File: src/fault_flags_pkg.sv
// constants and types for the port fault flag block
package fault_flags_pkg;
    localparam logic [7:0] ADDR_PRIMARY = 8'h0B;
    localparam logic [7:0] ADDR_SECONDARY = 8'h0C;
    localparam logic [7:0] ADDR_MASK_PRI = 8'h1B;
    localparam logic [7:0] ADDR_MASK_SEC = 8'h1C;
    localparam logic [7:0] RESET_FLAGS = 8'h00;
    localparam logic [7:0] RESET_MASK = 8'h00;
    localparam logic [7:0] READ_IDLE = 8'h00;
    localparam int PRI_BIT_THERMAL = 0;
    localparam int PRI_BIT_SHORT = 1;
    localparam int PRI_BIT_UNDER = 2;
    localparam int PRI_BIT_OVER = 3;
    localparam int SEC_BIT_CABLE_OC = 0;
    localparam int SEC_BIT_DATA_LINE_OVERVOLTAGE_FLAG = 1;
    localparam int SEC_BIT_INPUT_OV = 2;
    localparam int SEC_BIT_THERM_WARN = 3;
    localparam int SEC_BIT_SUPPLY_ERR = 4;
    localparam int SEC_BIT_PREBIAS = 5;
    localparam int PRI_USED = 4;
    localparam int SEC_USED = 6;

    typedef struct packed {
        logic sel;
        logic [7:0] addr;
        logic rd;
        logic wr;
        logic [7:0] wdata;
    } reg_req_type;

    typedef struct packed {
        logic bus_overvoltage;
        logic bus_undervoltage;
        logic bus_short_ground;
        logic thermal_shutdown;
        logic cable_oc_cc1;
        logic cable_oc_cc2;
        logic supply_on_cc1;
        logic supply_on_cc2;
        logic data_line_overvoltage;
        logic input_overvoltage;
        logic thermal_warning;
        logic supply_error;
        logic bus_prebias;
    } monitor_type;
endpackage : fault_flags_pkg

File: src/usb_port_fault_flags.sv
// fault flag registers, mask registers and interrupt request of the port
// How it works
// secondary fault register at 0xC is read only, one event flag per bit
// a flag reaches the interrupt only when its mask bit is set
// bits 3,2,1 set from bus sense monitors, read clears only if resolved
// bit 0 set on die over-temperature, read clears only if resolved
// cable supply overcurrent counted only while supply drives a config pin
// overcurrent on the unsupplied config pin is ignored
// reading clears overcurrent flag only once condition has gone
// interrupt is OR of masked flags, drops when all masked flags clear
`timescale 1ns/10ps
module usb_port_fault_flags (
    input wire logic CLK,
    input wire logic RST_N,
    input fault_flags_pkg::reg_req_type REQ,
    input fault_flags_pkg::monitor_type MON,
    output logic [7:0] RDATA,
    output logic RVALID,
    output logic IRQ
);
    import fault_flags_pkg::*;

    monitor_type mon_s1_ff;
    monitor_type mon_s2_ff;
    logic [7:0] pri_cond;
    logic [7:0] sec_cond;
    logic [7:0] pri_flags;
    logic [7:0] sec_flags;
    logic pri_clr;
    logic sec_clr;
    logic cable_oc;
    logic [7:0] mask_pri_ff;
    logic [7:0] nxt_mask_pri;
    logic [7:0] mask_sec_ff;
    logic [7:0] nxt_mask_sec;
    logic [7:0] rdata_ff;
    logic [7:0] nxt_rdata;
    logic rvalid_ff;
    logic nxt_rvalid;
    logic irq_ff;
    logic nxt_irq;
    logic rd_req;

    // analog monitors are asynchronous to the clock
    always_ff @(posedge CLK or negedge RST_N) begin
        if (!RST_N) begin
            mon_s1_ff <= '0;
            mon_s2_ff <= '0;
        end else begin
            mon_s1_ff <= MON;
            mon_s2_ff <= mon_s1_ff;
        end
    end

    always_comb begin
        // only the supplied pin counts
        cable_oc = (mon_s2_ff.supply_on_cc1 & mon_s2_ff.cable_oc_cc1)
            | (mon_s2_ff.supply_on_cc2 & mon_s2_ff.cable_oc_cc2);
        pri_cond = 8'h00;
        pri_cond[PRI_BIT_OVER] = mon_s2_ff.bus_overvoltage;
        pri_cond[PRI_BIT_UNDER] = mon_s2_ff.bus_undervoltage;
        pri_cond[PRI_BIT_SHORT] = mon_s2_ff.bus_short_ground;
        pri_cond[PRI_BIT_THERMAL] = mon_s2_ff.thermal_shutdown;
        sec_cond = 8'h00;
        sec_cond[SEC_BIT_CABLE_OC] = cable_oc;
        sec_cond[SEC_BIT_DATA_LINE_OVERVOLTAGE_FLAG] = mon_s2_ff.data_line_overvoltage;
        sec_cond[SEC_BIT_INPUT_OV] = mon_s2_ff.input_overvoltage;
        sec_cond[SEC_BIT_THERM_WARN] = mon_s2_ff.thermal_warning;
        sec_cond[SEC_BIT_SUPPLY_ERR] = mon_s2_ff.supply_error;
        sec_cond[SEC_BIT_PREBIAS] = mon_s2_ff.bus_prebias;
    end

    assign rd_req = REQ.sel & REQ.rd;
    assign pri_clr = rd_req & (REQ.addr == ADDR_PRIMARY);
    assign sec_clr = rd_req & (REQ.addr == ADDR_SECONDARY);

    sticky_flag_bank #(
        .WIDTH(8)
    ) u_primary (
        .clk(CLK),
        .rst_n(RST_N),
        .cond(pri_cond),
        .rd_clr(pri_clr),
        .flags(pri_flags)
    );

    sticky_flag_bank #(
        .WIDTH(8)
    ) u_secondary (
        .clk(CLK),
        .rst_n(RST_N),
        .cond(sec_cond),
        .rd_clr(sec_clr),
        .flags(sec_flags)
    );

    always_comb begin
        nxt_mask_pri = mask_pri_ff;
        nxt_mask_sec = mask_sec_ff;
        // flag registers ignore writes
        if (REQ.sel && REQ.wr) begin
            if (REQ.addr == ADDR_MASK_PRI) begin
                nxt_mask_pri = REQ.wdata;
            end
            if (REQ.addr == ADDR_MASK_SEC) begin
                nxt_mask_sec = REQ.wdata;
            end
        end
        nxt_rvalid = rd_req;
        nxt_rdata = READ_IDLE;
        if (rd_req) begin
            case (REQ.addr)
                ADDR_PRIMARY: nxt_rdata = pri_flags;
                ADDR_SECONDARY: nxt_rdata = sec_flags;
                ADDR_MASK_PRI: nxt_rdata = mask_pri_ff;
                ADDR_MASK_SEC: nxt_rdata = mask_sec_ff;
                default: nxt_rdata = READ_IDLE;
            endcase
        end
        nxt_irq = |(pri_flags & mask_pri_ff) | |(sec_flags & mask_sec_ff);
    end

    always_ff @(posedge CLK or negedge RST_N) begin
        if (!RST_N) begin
            mask_pri_ff <= RESET_MASK;
            mask_sec_ff <= RESET_MASK;
            rdata_ff <= READ_IDLE;
            rvalid_ff <= 1'b0;
            irq_ff <= 1'b0;
        end else begin
            mask_pri_ff <= nxt_mask_pri;
            mask_sec_ff <= nxt_mask_sec;
            rdata_ff <= nxt_rdata;
            rvalid_ff <= nxt_rvalid;
            irq_ff <= nxt_irq;
        end
    end

    assign RDATA = rdata_ff;
    assign RVALID = rvalid_ff;
    assign IRQ = irq_ff;
endmodule : usb_port_fault_flags

File: src/sticky_flag_bank.sv
// row of sticky flags, set by condition, cleared on read once resolved
`timescale 1ns/10ps
module sticky_flag_bank #(
    parameter int WIDTH = 8
) (
    input wire logic clk,
    input wire logic rst_n,
    input wire logic [WIDTH-1:0] cond,
    input wire logic rd_clr,
    output logic [WIDTH-1:0] flags
);
    logic [WIDTH-1:0] flags_ff;
    logic [WIDTH-1:0] nxt_flags;

    always_comb begin
        // set wins; read clears only bits whose condition is gone
        nxt_flags = flags_ff | cond;
        if (rd_clr) begin
            nxt_flags = cond;
        end
    end

    always_ff @(posedge clk or negedge rst_n) begin
        if (!rst_n) begin
            flags_ff <= '0;
        end else begin
            flags_ff <= nxt_flags;
        end
    end

    assign flags = flags_ff;
endmodule : sticky_flag_bank

File: config.mk
export PLATFORM = sky130hd
export DESIGN_NAME = usb_port_fault_flags
export DESIGN_NICKNAME = d
export VERILOG_FILES = /design/src/fault_flags_pkg.sv /design/src/usb_port_fault_flags.sv /design/src/sticky_flag_bank.sv
export SDC_FILE = /design/constraint.sdc
export NUM_CORES = 1
export LEC_CHECK = 0
export BUFFER_PORTS_ARGS = -buffer_cell sky130_fd_sc_hd__buf_2
export CAP_MARGIN = 20
export CORE_MARGIN = 10
export CORE_UTILIZATION = 30
export DETAILED_ROUTE_END_ITERATION = 16
export GPL_TIMING_DRIVEN = 0
export PLACE_DENSITY = 0.53
export SETUP_SLACK_MARGIN = 0.02
export SLEW_MARGIN = 10
export SYNTH_ARGS = -nofsm -noshare
export SYNTH_HDL_FRONTEND = slang
export SYNTH_HIERARCHICAL = 1
export SYNTH_SLANG_ARGS = --single-unit
File: constraint.sdc
create_clock -name CLK -period 1.7 [get_ports CLK]
set_input_delay 0.255 -clock CLK [delete_from_list [all_inputs] [get_ports CLK]]
set_output_delay 0.255 -clock CLK [all_outputs]
set_load 0.01 [all_outputs]
==> impl.org <==
** Run status
- Outcome :: finished clean

** Synth
- The synthesized netlist devotes 6.46% of its cell area to simple gates.
- Of the post-synthesis cell area, the dominant cell type holds 69.2%.
- Multiplexer fraction of the synthesized cell area :: 7.32%
- Yosys warning count :: 6
- Of the total synthesized cell area, the portion taken by XOR and XNOR cells is 0%.
- Number of synthesized register bits :: 68
- Leading post-synthesis cells by cell area :: sky130_fd_sc_hd__dfrtp_1, sky130_fd_sc_hd__mux2_2, sky130_fd_sc_hd__a21o_1
- Post-synthesis average cell area :: 15.8 µm²
- Summing the sequential cell areas from Yosys gives 69.2% of the chip area.
- Adder and majority cell fraction of the synthesized area :: 0%
- Cells after synthesis :: 156
- Synthesized-area fraction occupied by ao, oa, aoi and oai cells :: 14.5%
- Yosys mapped the design onto 24 distinct sky130hd cell types.
- After synthesis the cells add up to 2460 µm².
- Main combinational cell family by area after synthesis :: compound AO/OA/AOI/OAI gates
- Cell taking the most area after synthesis :: sky130_fd_sc_hd__dfrtp_1

** Global routing
- The first global-routing pass estimated 8.69 mm of wire.
- Summed over all layers, the global routing overflow is 0.
- Maximum number of pins on one net before global-route repair :: 43
- Via count of the first global-routing pass :: 1639
- Overall routing resource usage :: 8.86%
- Number of antenna violations at the first check in global routing :: 0

** Critical path
- Of all nets on the critical path, the largest fanout is 10.
- Series of cell instances along the critical path :: buf_2, nor4_4, and3_1, inv_2, a21o_1
- CP max-delay cell :: sky130_fd_sc_hd__nor4_4
- Nature of the critical path endpoint :: register
- On the worst path, the slowest cell contributes a delay of 0.59 ns.
- Worst reg2reg startpoint :: u_primary/flags[6]
- Launch point of the critical path :: REQ[15]
- The worst setup path is launched from an input pin.
- At the worst endpoint, the arrival time is 1.53 ns.
- The worst setup path is of the in -> reg kind.
- Required time worst endpoint :: 1.93 ns

** Timing
- At the pin with the least slew margin, the transition time is 0.601 ns.
- Between clock sinks in the finished design, the worst skew comes to 0.00623 ns.
- Period utilization :: 76.4%
- Final setup violating endpoints :: 0
- The max-slew violation count is 0.
- FMAX :: 770 MHz
- RSZ-0062 raised after global routing :: false
- Setup_tns :: 0 ns
- Final number of hold-violating endpoints :: 0
- Max_slew headroom :: 59.6%
- Counting I/O delays and the setup requirement, the final critical path takes 1.30 ns.

** CTS
- For the worst-skew pair, the clock arrives at the later sink with an insertion delay of 0.34 ns.
- Clock tree synthesis inserted a total of 9 buffers.
- Setup bufs post-CTS :: 0
- Cell chosen for the clock root :: sky130_fd_sc_hd__clkbuf_8
- Maximum root-to-sink buffer count :: 2
- CTS saw 68 sinks.
- CTS resizes :: 0
- CTS built an H-tree with a depth of 3.
- Clock tree from TritonCTS :: yes
- In this run, post-CTS hold repair placed 9 buffers.
- After clock tree synthesis, the clock-pin slew on the worst setup and hold paths is 0.07 ns.

** Min path
- Worst Min Path Start :: MON[7]
- The min-delay analysis places its worst path in the category in -> reg.

** Final layout
- Area growth syn-to-layout :: 28.1%
- Final #Nets :: 262
- The library cells used most frequently in the layout, excluding fill and tap cells, are sky130_fd_sc_hd__dfrtp_1, sky130_fd_sc_hd__buf_2, sky130_fd_sc_hd__mux2_2, sky130_fd_sc_hd__a21o_1, sky130_fd_sc_hd__a22o_1.
- Share of layout cells above drive strength 1 :: 37.8%
- Final cell count without fillers :: 335
- Commonest non-fill, non-tap cell in the layout :: sky130_fd_sc_hd__dfrtp_1
- Post-route cell area :: 3150 µm²
- 0 antenna diodes ended up in the layout.

** Floorplan
- Die Ht :: 111 µm
- Die outline width :: 111 µm
- Effective utilization at floorplan :: 31.3%
- Standard-cell rows :: 32
- Area of the die :: 12200 µm²
- Num ports :: 44
- The floorplan step defined a core boundary enclosing 7850 µm².

** Route
- After detailed routing, the number of remaining DRC violations is 0.
- Routed len/inst :: 15.5 µm
- Overall via count from detail_route :: 1524
- Final wirelength :: 5.20 mm
- Violation count after the first detailed-routing iteration :: 85
- Using the TritonRoute via totals, the vias-per-cell ratio works out to 4.55.
- Antenna-violating nets left :: 0
- For this run, the detailed router's first-pass iteration total came to 4.

** Pwr
- The analysis attributes to cell leakage a power of 1.42 nW.
- The worst-case IR drop observed on VDD is 0.000603 V.
- Power spread over the standard cell area amounts to 977 nW/µm².

** Flow run
- Max-cap violations in this run came to 0.

** Placed design
- # placed instances :: 307
- Final estimated routing congestion in global placement :: 0.735
- Dpl cell area :: 2840 µm²
- HPWL after detailed placement :: 3.63 mm
- Number of port buffers :: 43
path summary, 6_finish.rpt:
path,to,slack [ns],cells after the start
worst max-delay path,u_secondary/flags[5],0.40,5
worst min-delay path,mon_s1_ff[7],0.02,1
worst max register to register,IRQ,0.50,3
worst min register to register,mon_s2_ff[2],0.35,0
max in group asynchronous,mask_pri_ff[5],0.81,3
min in group asynchronous,mask_pri_ff[4],0.37,2
metal layers:
layer / vias to the layer above / routed length [µm] / track usage, %
met1: 736 / 2330 / 11.2
met5: - / 0 / 0
met2: 53 / 2470 / 13.2
met4: 0 / 60 / 3.11
li1: 728 / - / -
met3: 7 / 329 / 3.78
power breakdown:
group | total [W] | switching [W] | internal, W
Combinational | 0.000177 | 0.0000860 | 0.0000906
Sequential | 0.00168 | 0.0000178 | 0.00167
Clock | 0.00122 | 0.000605 | 0.000611
logic make-up (layout without fill, tap and decap cells):
logic type,count (synthesis),count (layout)
simple gates,21,21
other cells,1,6
flops,68,68
mux,16,16
buf+inv,8,80
compound gates,42,42
cell usage after synthesis:
cell type,instances
sky130_fd_sc_hd__nor4_4,1
sky130_fd_sc_hd__a21o_1,16
sky130_fd_sc_hd__nor3_1,1
sky130_fd_sc_hd__and2_1,2
sky130_fd_sc_hd__clkbuf_8,1
sky130_fd_sc_hd__and2_2,1
sky130_fd_sc_hd__mux2_2,16
sky130_fd_sc_hd__and3_1,2
sky130_fd_sc_hd__a222oi_1,8
sky130_fd_sc_hd__nor4b_4,1
sky130_fd_sc_hd__o211ai_1,1
sky130_fd_sc_hd__and4_1,2
sky130_fd_sc_hd__dfrtp_1,68
sky130_fd_sc_hd__buf_6,2
sky130_fd_sc_hd__a221oi_1,4
sky130_fd_sc_hd__conb_1,1
sky130_fd_sc_hd__and4b_1,1
sky130_fd_sc_hd__nand4_1,1
sky130_fd_sc_hd__nor2_1,8
sky130_fd_sc_hd__a22o_1,13
sky130_fd_sc_hd__inv_2,2
sky130_fd_sc_hd__buf_2,1
sky130_fd_sc_hd__clkbuf_2,2
sky130_fd_sc_hd__and4bb_2,1
critical path: cells and delay by family:
| kind | cells | cell delay (ns) |
|---|---|---|
| buffers and inverters | 2 | 0.24 |
| AO/OA/AOI/OAI | 1 | 0.18 |
| AND/OR/NAND/NOR | 2 | 0.84 |
through the flow:
stage / utilization (%) / hold WS, ns / setup slack (ns) / power (W)
finish: 40.1 / 0.0166 / 0.402 / 0.00308
global route: 40.1 / 0.000946 / 0.327 / 0.00323
CTS: 39.8 / 0.000142 / 0.411 / 0.00312
detailed placement: 36.2 / 0.196 / 0.0526 / 0.00188
global placement: 36.0 / 0.334 / 0.0518 / 0.00186
floorplan: - / -0.0406 / 0.373 / 0.00177
final cells by class:
| class | instances | area [µm²] |
|---|---|---|
| clock buffers | 11 | 151 |
| fillers | 765 | 4700 |
| clock inverters | 5 | 35.0 |
| multi-input cells | 85 | 718 |
| inverters | 2 | 7.51 |
| flip-flops and latches | 68 | 1700 |
| well taps | 102 | 128 |
| repair buffers | 56 | 358 |
| plain buffers | 6 | 51.3 |
flip-flops by register name, summed over array words and instances (netlist names):
register and cells:
mon_s1_ff 13, mon_s2_ff 13, RDATA 8, mask_pri_ff 8
mask_sec_ff 8, u_primary/flags 8, u_secondary/flags 8, IRQ 1
RVALID 1
No activity file was read; power rests on OpenSTA's default activity.
